`config.mk`:
```
export PLATFORM = sky130hd
export DESIGN_NAME = ssc_command_unit
export DESIGN_NICKNAME = d
export VERILOG_FILES = /design/src/core/ssc_pkg.sv /design/src/core/ssc_command_unit.sv
export SDC_FILE = /design/constraint.sdc
export NUM_CORES = 1
export LEC_CHECK = 0
export BUFFER_PORTS_ARGS = -buffer_cell sky130_fd_sc_hd__buf_4
export CAP_MARGIN = 20
export CELL_PAD_IN_SITES_DETAIL_PLACEMENT = 1
export CELL_PAD_IN_SITES_GLOBAL_PLACEMENT = 1
export CORE_MARGIN = 2
export CORE_UTILIZATION = 35
export CTS_CLUSTER_SIZE = 28
export DETAILED_ROUTE_END_ITERATION = 8
export GPL_TIMING_DRIVEN = 0
export HOLD_SLACK_MARGIN = 0.02
export MAX_ROUTING_LAYER = met4
export PLACE_DENSITY_LB_ADDON = 0.3
export SYNTH_ARGS = -nofsm -noshare
export SYNTH_HDL_FRONTEND = slang
export SYNTH_SLANG_ARGS = --single-unit
```
`constraint.sdc`:
```
create_clock -name CORE_CLK -period 3 [get_ports CORE_CLK]
set_clock_uncertainty 0.15 [all_clocks]
set_input_delay 0.3 -clock CORE_CLK [delete_from_list [all_inputs] [get_ports CORE_CLK]]
set_output_delay 0.3 -clock CORE_CLK [all_outputs]
set_load 0.02 [all_outputs]
```
`src/core/ssc_pkg.sv`:
```
package ssc_pkg;
  // ----------------------------------------------------------------
  // command codes and field positions
  // ----------------------------------------------------------------
  localparam logic [7:0] SSC_CMD_RESET = 8'h1E;
  localparam logic [7:0] SSC_CMD_RESULT = 8'h00;
  localparam logic [2:0] SSC_CONV_PREFIX = 3'h2;   // bits 7:5 of a conversion code
  localparam logic [3:0] SSC_CAL_PREFIX = 4'hA;    // bits 7:4 of a memory read code
  localparam int SSC_TYPE_BIT = 4;                 // 0 pressure, 1 temperature
  localparam int SSC_FIELD_LSB = 1;                // ratio or memory address, 3 bits
  localparam logic [2:0] SSC_RATIO_MAX = 3'h4;     // ratios 256 to 4096
  localparam logic [5:0] SSC_I2C_ADDR_HI = 6'h3B;  // upper six address bits 111011
  localparam int SSC_RES_W = 24;
  localparam int SSC_CAL_W = 16;
  localparam int SSC_CAL_WORDS = 8;
  localparam logic [3:0] SSC_BYTE_BITS = 4'h8;

  // ----------------------------------------------------------------
  // calibration memory locations and contents (values arbitrary)
  // ----------------------------------------------------------------
  localparam logic [2:0] SSC_FACTORY_SETUP_WORD = 3'h0;
  localparam logic [2:0] SSC_CAL_COEFF_ONE = 3'h1;
  localparam logic [2:0] SSC_CAL_COEFF_TWO = 3'h2;
  localparam logic [2:0] SSC_CAL_COEFF_THREE = 3'h3;
  localparam logic [2:0] SSC_CAL_COEFF_FOUR = 3'h4;
  localparam logic [2:0] SSC_CAL_COEFF_FIVE = 3'h5;
  localparam logic [2:0] SSC_CAL_COEFF_SIX = 3'h6;
  localparam logic [2:0] SSC_SERIAL_AND_CHECK_WORD = 3'h7;
  localparam logic [3:0] SSC_CHECK_CODE = 4'h5;       // arbitrary
  localparam logic [11:0] SSC_SERIAL_CODE = 12'h123;  // arbitrary
  localparam logic [7:0][15:0] SSC_CAL_ROM = {
    {SSC_SERIAL_CODE, SSC_CHECK_CODE},
    16'h6666, 16'h5555, 16'h4444, 16'h3333, 16'h2222, 16'h1111, 16'h0F0F
  };

  // ----------------------------------------------------------------
  // two-wire receiver states
  // ----------------------------------------------------------------
  typedef enum logic [5:0] {
    SSC_IDLE = 6'h01,
    SSC_ADDR = 6'h02,
    SSC_DACK = 6'h04,
    SSC_CMD = 6'h08,
    SSC_RD = 6'h10,
    SSC_HACK = 6'h20
  } ssc_i2c_e;
endpackage

```
`src/core/ssc_command_unit.sv`:
```
`timescale 1ns/100ps
`default_nettype none
module ssc_command_unit (
  input wire logic CORE_CLK,                   // core clock, 50 MHz
  input wire logic RESET,                      // synchronous, active high
  input wire logic SCLK,                       // serial clock from host
  input wire logic SERIAL_IN,                  // data in / two-wire data level
  input wire logic CHIP_SELECT_N,              // select, or address strap
  input wire logic PROTOCOL_STRAP,             // low four-wire, high two-wire
  output logic SERIAL_OUT,                     // four-wire data out
  output logic SDA_OUT,                        // two-wire drive level
  output logic SDA_OE,                         // two-wire drive enable
  output logic CONV_START,                     // converter start pulse
  output logic CONV_TYPE,                      // 0 pressure, 1 temperature
  output logic [2:0] CONV_RATIO,               // oversampling ratio code
  output logic CONV_ABORT,                     // converter abort pulse
  input wire logic CONV_DONE,                  // converter done pulse
  input wire logic [ssc_pkg::SSC_RES_W-1:0] CONV_DATA  // converter result
);
  import ssc_pkg::*;

  // ----------------------------------------------------------------
  // state
  // ----------------------------------------------------------------
  typedef struct packed {
    logic sclk_s1, sclk_s2, sclk_d;
    logic sda_s1, sda_s2, sda_d;
    logic cs_s1, cs_s2;
    logic ps_s1, ps_s2;
    ssc_i2c_e ist;
    logic [3:0] bitc;
    logic [7:0] rx;
    logic [23:0] tx;
    logic [23:0] pend;
    logic rw;
    logic busy, valid, bad;
    logic [23:0] result;
    logic [7:0][15:0] cal;
    logic sout, sda_oe, sda_lvl;
    logic conv_start, conv_type, conv_abort;
    logic [2:0] conv_ratio;
  } ssc_state_s;

  ssc_state_s st_reg, st_next;
  logic rise, fall, start_c, stop_c, i2c, fire;
  logic [7:0] cbyte;

  function automatic logic is_conv(input logic [7:0] b);
    is_conv = b[7:5] == SSC_CONV_PREFIX && !b[0] &&
              b[SSC_FIELD_LSB +: 3] <= SSC_RATIO_MAX;
  endfunction

  function automatic logic is_cal(input logic [7:0] b);
    is_cal = b[7:4] == SSC_CAL_PREFIX && !b[0];
  endfunction

  // ----------------------------------------------------------------
  // next state
  // ----------------------------------------------------------------
  // pins pass two flops; edges are found on the second
  always_comb begin
    st_next = st_reg;
    st_next.sclk_s1 = SCLK;
    st_next.sclk_s2 = st_reg.sclk_s1;
    st_next.sclk_d = st_reg.sclk_s2;
    st_next.sda_s1 = SERIAL_IN;
    st_next.sda_s2 = st_reg.sda_s1;
    st_next.sda_d = st_reg.sda_s2;
    st_next.cs_s1 = CHIP_SELECT_N;
    st_next.cs_s2 = st_reg.cs_s1;
    st_next.ps_s1 = PROTOCOL_STRAP;
    st_next.ps_s2 = st_reg.ps_s1;
    st_next.conv_start = 1'b0;
    st_next.conv_abort = 1'b0;
    st_next.sda_lvl = 1'b0;
    rise = st_reg.sclk_s2 & ~st_reg.sclk_d;
    fall = ~st_reg.sclk_s2 & st_reg.sclk_d;
    i2c = st_reg.ps_s2;
    start_c = i2c & st_reg.sclk_s2 & st_reg.sclk_d & st_reg.sda_d & ~st_reg.sda_s2;
    stop_c = i2c & st_reg.sclk_s2 & st_reg.sclk_d & ~st_reg.sda_d & st_reg.sda_s2;
    fire = 1'b0;
    cbyte = st_reg.rx;

    if (!i2c) begin
      // four-wire: sample on rise, shift on fall, so modes 0 and 3 both fit
      st_next.ist = SSC_IDLE;
      st_next.sda_oe = 1'b0;
      if (st_reg.cs_s2) begin
        st_next.bitc = 4'h0;
        st_next.tx = '0;
        st_next.sout = 1'b0;
      end else begin
        if (rise && st_reg.bitc != SSC_BYTE_BITS) begin
          st_next.rx = {st_reg.rx[6:0], st_reg.sda_s2};
          st_next.bitc = st_reg.bitc + 4'h1;
          if (st_reg.bitc == SSC_BYTE_BITS - 4'h1) begin
            fire = 1'b1;
            cbyte = {st_reg.rx[6:0], st_reg.sda_s2};
          end
        end
        if (fall) begin
          st_next.sout = st_reg.tx[23];
          st_next.tx = {st_reg.tx[22:0], 1'b0};
        end
      end
    end else begin
      st_next.sout = 1'b0;
      unique case (st_reg.ist)
        SSC_ADDR, SSC_CMD: begin
          if (rise && st_reg.bitc != SSC_BYTE_BITS) begin
            st_next.rx = {st_reg.rx[6:0], st_reg.sda_s2};
            st_next.bitc = st_reg.bitc + 4'h1;
          end
          if (fall && st_reg.bitc == SSC_BYTE_BITS) begin
            st_next.bitc = 4'h0;
            if (st_reg.ist == SSC_CMD) begin
              fire = 1'b1;
              st_next.sda_oe = 1'b1;
              st_next.ist = SSC_DACK;
            end else if (st_reg.rx[7:1] == {SSC_I2C_ADDR_HI, ~st_reg.cs_s2}) begin
              st_next.rw = st_reg.rx[0];
              st_next.sda_oe = 1'b1;
              st_next.ist = SSC_DACK;
            end else begin
              st_next.ist = SSC_IDLE;
            end
          end
        end
        SSC_DACK: begin
          if (fall) begin
            if (st_reg.rw) begin
              st_next.sda_oe = ~st_reg.pend[23];
              st_next.tx = {st_reg.pend[22:0], 1'b0};
              st_next.bitc = 4'h1;
              st_next.ist = SSC_RD;
            end else begin
              st_next.sda_oe = 1'b0;
              st_next.ist = SSC_CMD;
            end
          end
        end
        SSC_RD: begin
          if (fall) begin
            if (st_reg.bitc == SSC_BYTE_BITS) begin
              st_next.sda_oe = 1'b0;
              st_next.bitc = 4'h0;
              st_next.ist = SSC_HACK;
            end else begin
              st_next.sda_oe = ~st_reg.tx[23];
              st_next.tx = {st_reg.tx[22:0], 1'b0};
              st_next.bitc = st_reg.bitc + 4'h1;
            end
          end
        end
        SSC_HACK: begin
          if (rise) begin
            st_next.rx = {st_reg.rx[6:0], st_reg.sda_s2};
          end
          if (fall) begin
            // a missing acknowledge ends the read
            if (!st_reg.rx[0]) begin
              st_next.sda_oe = ~st_reg.tx[23];
              st_next.tx = {st_reg.tx[22:0], 1'b0};
              st_next.bitc = 4'h1;
              st_next.ist = SSC_RD;
            end else begin
              st_next.ist = SSC_IDLE;
            end
          end
        end
        default: begin
          st_next.ist = SSC_IDLE;
          st_next.sda_oe = 1'b0;
        end
      endcase
      // start always wins, freeing a line held in an acknowledge
      if (start_c) begin
        st_next.ist = SSC_ADDR;
        st_next.bitc = 4'h0;
        st_next.sda_oe = 1'b0;
      end else if (stop_c) begin
        st_next.ist = SSC_IDLE;
        st_next.sda_oe = 1'b0;
      end
    end

    // converter end; select level plays no part here
    if (st_reg.busy && CONV_DONE) begin
      st_next.busy = 1'b0;
      st_next.valid = !st_reg.bad;
      st_next.result = st_reg.bad ? '0 : CONV_DATA;
    end

    // command execution, shared by both protocols
    if (fire) begin
      if (cbyte == SSC_CMD_RESET) begin
        st_next.conv_abort = 1'b1;
        st_next.busy = 1'b0;
        st_next.valid = 1'b0;
        st_next.bad = 1'b0;
        st_next.cal = SSC_CAL_ROM;
        st_next.pend = '0;
      end else if (cbyte == SSC_CMD_RESULT) begin
        // a result is handed out once only
        st_next.pend = (st_reg.valid && !st_reg.busy) ? st_reg.result : '0;
        st_next.valid = 1'b0;
        if (st_reg.busy) begin
          st_next.bad = 1'b1;
        end
      end else if (is_conv(cbyte)) begin
        st_next.conv_start = 1'b1;
        st_next.conv_type = cbyte[SSC_TYPE_BIT];
        st_next.conv_ratio = cbyte[SSC_FIELD_LSB +: 3];
        st_next.busy = 1'b1;
        st_next.valid = 1'b0;
        st_next.bad = 1'b0;
        st_next.pend = '0;
      end else if (is_cal(cbyte)) begin
        st_next.pend = {st_reg.cal[cbyte[SSC_FIELD_LSB +: 3]], 8'h00};
      end else begin
        st_next.pend = '0;
      end
      if (!i2c) begin
        st_next.tx = st_next.pend;
      end
    end
  end

  // ----------------------------------------------------------------
  // registers
  // ----------------------------------------------------------------
  // reset loads the memory image as the power-on load would
  always_ff @(posedge CORE_CLK) begin
    if (RESET) begin
      st_reg <= '0;
      st_reg.ist <= SSC_IDLE;
      st_reg.cal <= SSC_CAL_ROM;
      // syncs rest high like an idle two-wire bus; four-wire is deselected then
      st_reg.sclk_s1 <= 1'b1;
      st_reg.sclk_s2 <= 1'b1;
      st_reg.sclk_d <= 1'b1;
      st_reg.sda_s1 <= 1'b1;
      st_reg.sda_s2 <= 1'b1;
      st_reg.sda_d <= 1'b1;
      st_reg.cs_s1 <= 1'b1;
      st_reg.cs_s2 <= 1'b1;
    end else begin
      st_reg <= st_next;
    end
  end

  assign SERIAL_OUT = st_reg.sout;
  assign SDA_OUT = st_reg.sda_lvl;
  assign SDA_OE = st_reg.sda_oe;
  assign CONV_START = st_reg.conv_start;
  assign CONV_TYPE = st_reg.conv_type;
  assign CONV_RATIO = st_reg.conv_ratio;
  assign CONV_ABORT = st_reg.conv_abort;
endmodule
`default_nettype wire

```
==> results.py, run 1 <==
metrics = {
    "global_routing": {
        "grt-ovfl-total": 0,
        "grt_pass1_wl_mm": 34.0,
        "gr-usage-all-layers": 0.246,
        "grt_max_degree": 22,
        "first_global_vias": 6045,
        "antenna_found_initial": 0,
    },
    "synth": {
        "yosys_warnings": 0,
        "synth_compound_area_frac": 0.268,
        "yosysTopAreaCell": "dfxtp_1",
        "seq_area_frac_synth": 0.374,
        "synth_area_mm2": 0.00599,
        "synth_edf_count": 0,
        "synth-simple-area-share": 0.265,
        "syn_avg_cell_area_um2": 7.98,
        "synth_adder_area_share": 0.00418,
        "ys_async_sr_fraction": 0,
        "synth_top_family_by_area": "compound AO/OA/AOI/OAI gates",
        "synth_cell_type_count": 78,
        "synthFlopType": "dfxtp_1",
        "synth_cells": 751,
        "synth_area_leaders": "dfxtp_1 37%, nor2_1 6.8%, a21oi_1 6.8%, nand2_1 3.8%, o221ai_1 3.2%",
        "ys_ff_latch": 112,
        "syn_nets": 784,
        "synth_top_cell_area_share": 0.374,
        "synth_xor_area_frac": 0.00731,
        "synth_mux_area_frac": 0.0251,
    },
    "clock_tree": {
        "cts_setup_buffers": 0,
        "htree_levels": 3,
        "cts_tree": "built",
        "clock_latency_ps": 370,
        "path_clk_slew_ps": 80,
        "cts_buffer_depth": 2,
        "clock_sinks": 112,
        "cts_root_buf": "clkbuf_16",
        "cts_buffers": 9,
    },
    "min_path": {
        "hp-class": "in -> reg",
    },
    "floorplan": {
        "design.core.area_mm2": 0.0166,
        "start_util": 0.360,
        "die_w_um": 135,
        "pin_count": 40,
        "row_count": 47,
        "die_y_um": 135,
        "die_area_mm2": 0.0182,
    },
    "layout": {
        "largest_reg_flops": 97,
        "multi_input_area_mm2": 0.00346,
        "finalNetCount": 837,
        "drive_gt1_frac": 0.135,
        "syn_to_final_growth_pct": 15.7,
        "fillers": 2018,
        "seq_area_mm2": 0.00224,
        "antennaDiodeCount": 0,
    },
    "sta": {
        "timing.final.crit_share": 0.929,
        "fin_setup_tns_ps": 0,
        "hold_violations": 0,
        "slew_headroom": 0.464,
        "max_freq_mhz": 359,
        "post-route-min-period_ps": 2790,
        "slew_viol_final": 0,
        "setup_viol": 0,
        "worstMarginPinSlew_ps": 805,
        "rsz0062_at_grt": "no",
    },
    "setup_path": {
        "start_kind": "flip-flop",
        "critPathRequiredTime_ps": 3110,
        "arrival_ps": 2890,
        "crit_chain": "ha_1 > and3b_1 > clkbuf_1 > nand4_1 > a21oi_2 > nand2b_1 > o22ai_1 > a211o_1",
        "critPathKind": "reg -> reg",
        "cp_slowest_cell": "a21oi_2",
        "end_kind": "flip-flop",
        "crit_buf_inv": 1,
        "path_delay_family": "compound AO/OA/AOI/OAI gates",
        "worstPathMaxFanout": 8,
        "crit_path_max_incr_delay_ps": 410,
    },
    "power": {
        "switchingPower_w": 0.000740,
        "intPower_w": 0.00215,
        "p_comb_frac": 0.052,
        "power_w": 0.00289,
        "swShare": 0.256,
        "peakVddDrop_v": 0.000264,
        "p_clk_frac": 0.429,
        "powerDensity_mw_per_mm2": 416,
        "sequentialPowerShare": 0.519,
        "p_leak_nw": 2.39,
    },
    "detailed_routing": {
        "num_vias": 6063,
        "wl_per_cell_um": 20.7,
        "dr.pass1.iters": 7,
        "via_per_inst": 5.89,
        "ant_nets": 0,
        "wl_mm": 21.3,
        "dr.first_iter.drc_count": 415,
        "route.detailed.drc": 0,
    },
    "placed_design": {
        "dpl.hpwl_mm": 16.0,
        "numPortBuffers": 38,
        "gp_congestion": 0.945,
    },
    "run": {
        "cap_viol_max_count": 0,
    },
    "status": {
        "status": "completed",
    },
}
worst paths after layout:
check / endpoint / from / slack (ps) / depth (start not counted)
worst max-delay path: st_reg[211]$_SDFF_PP0_ / st_reg[221]$_SDFFE_PP0P_ / 210 / 8
worst min-delay path: st_reg[163]$_SDFF_PP0_ / CONV_DONE / 70 / 3
worst max register to register: st_reg[211]$_SDFF_PP0_ / st_reg[221]$_SDFFE_PP0P_ / 210 / 8
worst min register to register: st_next[235]$_SDFF_PP1_ / st_next[236]$_SDFF_PP1_ / 270 / 1
synth_stat cells, types with 8 or more instances:
library cell / instances
a21oi_1: 81
mux2i_1: 15
nor2_1: 109
a22oi_1: 13
buf_2: 11
nor3_1: 21
a211oi_1: 8
dfxtp_1: 112
nand2_1: 61
or2_2: 10
o21ai_0: 20
nor2b_1: 8
nor3b_1: 24
nand3_1: 27
nand2b_1: 8
inv_1: 9
a221oi_1: 9
clkbuf_1: 44
o221ai_1: 22
worst min-delay path: stages:
cell and delay (ps):
buf_4 80, nand2b_1 90, a21boi_0 70
repair_timing:
item                                    4_1_cts  5_1_grt
hold endpoints to repair                      4        0
gates cloned                                  0        0
endpoints found under the setup margin        1       37
hold buffers                                  4        0
pin swaps                                     0        0
gates resized for setup                       1       11
cell families (layout without fill, tap and decap cells):
| group | count (synthesis) | count (layout) |
|---|---|---|
| AOI/OAI and AO/OA | 230 | 230 |
| xor gates and xnor gates | 5 | 5 |
| adders and majority gates | 2 | 2 |
| buffers and inverters | 75 | 133 |
| DFF | 112 | 112 |
| muxes | 15 | 15 |
| other | 1 | 1 |
| and+or+nand+nor | 311 | 311 |
metrics by stage:
step | setup WS (ps) | util | cells | area [um^2] | hold WS (ps)
6_report | 213 | 0.417 | 1029 | 6930 | 74.8
5_1_grt | 3.67 | 0.417 | 1029 | 6930 | 87.8
4_1_cts | 1.29 | 0.414 | 1029 | 6900 | 71.9
3_5_place_dp | 16.9 | 0.394 | 1009 | 6550 | 249
3_3_place_gp | 117 | 0.394 | 1009 | 6550 | 240
2_1_floorplan | 660 | - | 751 | 5990 | 239
routing by layer:
metal	global-route usage	part of all wire
met5	-	0
met4	0.0766	0.018
met3	0.0297	0.045
met2	0.399	0.47
met1	0.320	0.46
placed cells by master, fill, tap and decap left out, types with 8 or more instances in the layout:
cell type,count
clkbuf_1,41
buf_2,11
a22oi_1,13
o221ai_1,22
clkbuf_16,9
nor2_1,109
a221oi_1,9
nand3_1,27
or2_2,10
inv_1,9
buf_4,43
mux2i_1,15
nor3b_1,24
nor3_1,21
nand2b_1,8
dfxtp_1,112
a211oi_1,8
nor2b_1,8
nand2_1,60
o21ai_0,20
a21oi_1,80
area by class of cell:
class	count	area share
repair buffers	42	0.0469
clock buffers	9	0.0325
plain buffers	65	0.0428
multi-input cells	564	0.499
inverters	10	0.00542
well taps	220	0.0397
flip-flops and latches	112	0.323
clock inverters	7	0.0101
power groups by stage:
stage,clock network [W],registers (W),logic [W]
5_1_grt,0.00131,0.00150,0.000163
3_5_place_dp,0,0.00153,0.000144
4_1_cts,0.00125,0.00150,0.000150
6_report,0.00124,0.00150,0.000151
3_3_place_gp,0,0.00153,0.000143
2_1_floorplan,0,0.00153,0.0000813
Note: power is estimated with default switching activity, not from simulation.
==> run 2, diff against run 1 <==
CORE_UTILIZATION = 40   (was 35)
==> run 2 against run 1 <==
Effect of this change:
- sequential power about the same
- largest cell class unchanged
- first-iteration DRC count shrank 3.1%
- critical path depth is the same
- via count rose by 0.86%
- core utilization is 5.7 points higher
- sequential share of layout area grew 0.12 points
- routed wire length grew 1.6%
- power rose by 0.82%
- final area shrank 0.38%
- fmax is 2.2% lower
- critical endpoint is now CONV_RATIO[2]$_SDFFE_PP0P_
- non-clock buffer count is the same
- register-to-register slack got worse by 60 ps
==> results.py, run 2 (synthesized netlist as in run 1, its figures left out) <==
metrics = {
    "status": {
        "status": "completed",
    },
    "floorplan": {
        "die_w_um": 126,
        "pin_count": 40,
        "start_util": 0.411,
        "die_y_um": 126,
        "die_area_mm2": 0.0160,
        "design.core.area_mm2": 0.0146,
        "row_count": 44,
    },
    "clock_tree": {
        "clock_sinks": 112,
        "cts_root_buf": "clkbuf_16",
        "cts_setup_buffers": 0,
        "path_clk_slew_ps": 80,
        "cts_buffers": 9,
        "htree_levels": 3,
        "cts_tree": "built",
        "clock_latency_ps": 370,
        "cts_buffer_depth": 2,
    },
    "detailed_routing": {
        "wl_per_cell_um": 21.8,
        "dr.pass1.iters": 5,
        "ant_nets": 0,
        "dr.first_iter.drc_count": 402,
        "wl_mm": 21.6,
        "num_vias": 6115,
        "route.detailed.drc": 0,
        "via_per_inst": 6.16,
    },
    "sta": {
        "rsz0062_at_grt": "yes",
        "slew_headroom": 0.451,
        "setup_viol": 0,
        "timing.final.crit_share": 0.950,
        "fin_setup_tns_ps": 0,
        "slew_viol_final": 0,
        "post-route-min-period_ps": 2850,
        "max_freq_mhz": 351,
        "hold_violations": 0,
        "worstMarginPinSlew_ps": 823,
    },
    "layout": {
        "drive_gt1_frac": 0.133,
        "antennaDiodeCount": 0,
        "finalNetCount": 837,
        "final_util": 0.473,
        "final_cell_mix": "112 x dfxtp_1, 109 x nor2_1, 80 x a21oi_1, 60 x nand2_1, 43 x buf_4",
        "seq_area_mm2": 0.00224,
        "fillers": 1740,
        "multi_input_area_mm2": 0.00347,
        "final_common_cell": "dfxtp_1",
        "largest_reg_flops": 97,
        "syn_to_final_growth_pct": 15.3,
        "final_cells": 993,
    },
    "setup_path": {
        "arrival_ps": 2920,
        "critPathRequiredTime_ps": 3070,
        "worstPathMaxFanout": 8,
        "end_kind": "flip-flop",
        "start_kind": "flip-flop",
        "critPathKind": "reg -> reg",
        "reg2reg_depth": 8,
    },
    "power": {
        "peakVddDrop_v": 0.000298,
        "p_leak_nw": 2.38,
        "power_w": 0.00291,
        "powerDensity_mw_per_mm2": 421,
    },
    "global_routing": {
        "grt_use_met2": 0.455,
        "grt_max_degree": 23,
        "first_global_vias": 6348,
        "grt-ovfl-total": 0,
        "grt.busiest_layer": "met2",
        "grt_util_met3": 0.0401,
        "gr-usage-all-layers": 0.284,
        "antenna_found_initial": 0,
        "grt_pass1_wl_mm": 35.0,
        "met1_usage": 0.369,
    },
    "run": {
        "cap_viol_max_count": 0,
    },
    "min_path": {
        "hp-class": "in -> reg",
        "hold_path_depth": 3,
    },
    "placed_design": {
        "dpl.hpwl_mm": 15.8,
        "numPortBuffers": 38,
        "placed_cells": 973,
        "gp_congestion": 0.933,
    },
}
run 2: changes by cell type in the layout (fill, tap and decap cells not counted), sizes merged:
cell / before / now
clkinvlp: 0 / 1
inv: 13 / 12
run 2: cell type report:
cell class,instances,share of cell area
Buffer,65,0.0428
Sequential cell,112,0.325
Inverter,10,0.00544
Clock buffer,9,0.0326
Multi-Input combinational cell,564,0.502
Clock inverter,7,0.0120
Tap cell,184,0.0333
Timing Repair Buffer,42,0.0471
run 2: path summary, 6_finish.rpt:
kind                             from  slack [ps]                          to
max          st_reg[221]$_SDFFE_PP0P_         150  CONV_RATIO[2]$_SDFFE_PP0P_
min                         CONV_DONE          90      st_reg[163]$_SDFF_PP0_
max reg2reg  st_reg[221]$_SDFFE_PP0P_         150  CONV_RATIO[2]$_SDFFE_PP0P_
min reg2reg   st_next[233]$_SDFF_PP1_         280      st_reg[233]$_SDFF_PP1_
run 2: critical path: stages (launching register included):
cell	delay (ps)
dfxtp_1	400
ha_1	270
and3b_1	180
clkbuf_1	370
nand2_2	310
o41ai_4	500
nand3_2	240
nor3_1	210
nor3_1	70
run 2: layer usage:
metal / up-vias / wire length, um / share of wire
met4: 0 / 505 / 0.023
li1: 2871 / - / -
met2: 228 / 10100 / 0.47
met1: 2976 / 9590 / 0.44
met3: 40 / 1410 / 0.065
met5: - / 0 / 0
run 2: metrics by stage:
stage	setup WS, ps	cell area (um^2)	hold slack, ps
floorplan	660	5990	239
global placement	18.7	6510	241
detailed placement	-57.9	6510	253
CTS	14.1	6880	83.3
global route	-36.6	6910	88.5
finish	150	6910	94.1
run 2: power by group:
part	leakage [nW]	internal (W)	switching [W]
Clock	0.145	0.000596	0.000662
Combinational	1.33	0.0000633	0.0000914
Sequential	0.904	0.00149	0.00000537
Total	2.38	0.00215	0.000758
run 2: what timing repair did:
item / 4_1_cts / 5_1_grt
resized for setup: 3 / 8
hold buffers: 4 / 0
setup endpoints to repair: 9 / 45
endpoints found under the hold margin: 4 / 0
gates cloned: 0 / 0
==> run 3, diff against run 2 <==
ABC_AREA = 1   (was unset)
==> run 3 against run 2 <==
Effect of this change:
- power fell by 1.5%
- largest cell class unchanged
- critical endpoint is now st_reg[200]$_SDFF_PP0_
- sequential share of layout area rose by 0.73 points
- cell count rose by 15%
==> results.py, run 3 <==
metrics = {
    "status": {
        "status": "completed",
    },
    "global_routing": {
        "grt_pass1_wl_mm": 31.7,
        "grt_max_degree": 17,
        "gr-usage-all-layers": 0.258,
        "first_global_vias": 5946,
        "antenna_found_initial": 0,
        "grt-ovfl-total": 0,
    },
    "synth": {
        "synth_top_cell_area_share": 0.381,
        "syn_avg_cell_area_um2": 6.58,
        "syn_nets": 928,
        "synth_area_leaders": "dfxtp_1 38%, nand2_1 15%, a21oi_1 9.7%, o21ai_0 7.5%, nand3_1 6.4%",
        "synth_cells": 895,
        "synth_cell_type_count": 40,
        "synth_edf_count": 0,
        "yosysMostFrequentCell": "nand2_1",
        "ys_ff_latch": 112,
        "yosys-top-cells-count": "235 x nand2_1, 114 x a21oi_1, 112 x dfxtp_1",
        "yosysTopAreaCell": "dfxtp_1",
        "yosys_warnings": 0,
        "seq_area_frac_synth": 0.381,
        "synth_area_mm2": 0.00589,
        "ys_async_sr_fraction": 0,
        "synthFlopType": "dfxtp_1",
    },
    "sta": {
        "timing.final.crit_share": 0.927,
        "slew_viol_final": 0,
        "fin_setup_tns_ps": 0,
        "max_freq_mhz": 360,
        "post-route-min-period_ps": 2780,
        "slew_headroom": 0.561,
        "hold-worst-slack_ps": 37.5,
        "rsz0062_at_grt": "no",
        "setup_viol": 0,
        "hold_violations": 0,
        "worstMarginPinSlew_ps": 659,
    },
    "clock_tree": {
        "cts_buffer_depth": 2,
        "clock_latency_ps": 360,
        "clock_sinks": 112,
        "cts_buffers": 9,
        "cts_root_buf": "clkbuf_16",
        "path_clk_slew_ps": 70,
        "cts_tree": "built",
        "htree_levels": 3,
    },
    "setup_path": {
        "critPathKind": "reg -> reg",
        "start_kind": "flip-flop",
        "reg2reg_depth": 15,
        "crit_top_cell": "nand2_1",
        "cp_slowest_cell": "o21ai_1",
        "path_depth": 15,
        "crit_chain": "inv_1 > ha_1 > nand2_1 > nor2_2 > nor2_4 > nand2_4 > buf_4 > o21ai_1 > nand4_1 > nor2_1 > nor2_1 > nand4_1 > nand2_1 > nand2_1 > nand2_1",
        "arrival_ps": 2890,
        "critPathRequiredTime_ps": 3100,
        "crit_buf_inv": 2,
        "worstPathMaxFanout": 10,
        "crit_path_max_incr_delay_ps": 390,
        "path_delay_family": "simple AND/OR/NAND/NOR gates",
        "end_kind": "flip-flop",
    },
    "detailed_routing": {
        "num_vias": 6089,
        "via_per_inst": 5.35,
        "ant_nets": 0,
        "dr.first_iter.drc_count": 395,
        "wl_mm": 19.4,
        "route.detailed.drc": 0,
        "dr.pass1.iters": 5,
        "wl_per_cell_um": 17.0,
    },
    "layout": {
        "final_cell_mix": "235 x nand2_1, 114 x a21oi_1, 112 x dfxtp_1, 87 x o21ai_0, 81 x inv_1",
        "final_cells": 1138,
        "drive_gt1_frac": 0.110,
        "finalInstanceArea_mm2": 0.00675,
        "finalNetCount": 983,
        "largest_reg_flops": 97,
        "final_common_cell": "nand2_1",
        "antennaDiodeCount": 0,
        "syn_to_final_growth_pct": 14.7,
    },
    "placed_design": {
        "placed_area_mm2": 0.00639,
        "placed_cells": 1116,
        "numPortBuffers": 37,
        "dpl.hpwl_mm": 14.6,
        "gp_congestion": 0.923,
    },
    "power": {
        "powerDensity_mw_per_mm2": 425,
        "p_leak_nw": 2.55,
        "peakVddDrop_v": 0.000228,
    },
    "floorplan": {
        "die_area_mm2": 0.0157,
        "die_w_um": 125,
        "pin_count": 40,
        "start_util": 0.407,
        "design.core.area_mm2": 0.0145,
        "row_count": 44,
        "die_y_um": 125,
    },
    "run": {
        "cap_viol_max_count": 0,
    },
    "min_path": {
        "hold_path_depth": 3,
        "hp-class": "in -> reg",
    },
}
-- run 3: cell count changes in the layout (fill, tap and decap cells not counted), sizes merged, moves of 24 or more --
cell   change
a21oi     +29
nand3     +47
nor3b     -24
nor2      -52
inv       +71
o21ai     +73
nand2    +181
-- run 3: worst register-to-register path: cells and delay by family, from the launching register on --
kind	cells	cell delay (ps)
AO/OA/AOI/OAI	1	390
adder cells (fa/ha/maj)	1	200
AND/OR/NAND/NOR	11	1270
buffers and inverters	2	280
flip-flops	1	380
-- run 3: cells by family (layout without fill, tap and decap cells) --
family / Yosys count / after routing / synth area share
buffers and inverters: 135 / 194 / 0.0942
and+or+nand+nor: 414 / 414 / 0.312
DFF: 112 / 112 / 0.381
other: 1 / 1 / 0.000637
adders and majority gates: 2 / 2 / 0.00425
xor gates and xnor gates: 3 / 3 / 0.00446
muxes: 1 / 1 / 0.00170
AOI/OAI and AO/OA: 227 / 227 / 0.202
-- run 3: where the power goes --
| part | internal [W] | switching [W] | total, W |
|---|---|---|---|
| logic | 0.0000694 | 0.000125 | 0.000194 |
| clock network | 0.000600 | 0.000569 | 0.00117 |
| registers | 0.00150 | 0.00000881 | 0.00150 |
-- run 3: per-stage QoR --
stage	power, W	worst slack [ps]	utilization
floorplan	0.00165	715	-
global placement	0.00172	123	0.442
detailed placement	0.00172	130	0.442
CTS	0.00287	107	0.463
global route	0.00296	4.33	0.466
finish	0.00287	219	0.466
-- run 3: final timing paths --
kind,start,endpoint,slack (ps)
worst min-delay path,CONV_DATA[11],st_reg[148]$_SDFFE_PP0P_,40
worst max-delay path,st_reg[221]$_SDFFE_PP0P_,st_reg[200]$_SDFF_PP0_,220
worst max register to register,st_reg[221]$_SDFFE_PP0P_,st_reg[200]$_SDFF_PP0_,220
worst min register to register,st_next[233]$_SDFF_PP1_,st_reg[233]$_SDFF_PP1_,260
-- run 3: final cells by class --
cell class | instances | area [um^2]
flip-flops and latches | 112 | 2240
well taps | 184 | 230
clock inverters | 4 | 20.0
fillers | 1992 | 7730
repair buffers | 45 | 348
multi-input cells | 648 | 3110
plain buffers | 50 | 236
inverters | 84 | 315
clock buffers | 11 | 253
-- run 3: metal layers --
metal / track usage / part of all wire / up-vias
met4: 0.0810 / 0.021 / 0
li1: - / - / 3067
met3: 0.0240 / 0.044 / 24
met5: - / 0 / -
met1: 0.363 / 0.49 / 2860
met2: 0.394 / 0.44 / 138
-- run 3: timing repair --
item	in CTS	in global routing
buffers inserted	0	4
hold buffers	4	0
endpoints found under the setup margin	0	34
endpoints found under the hold margin	4	0
resized for setup	0	7
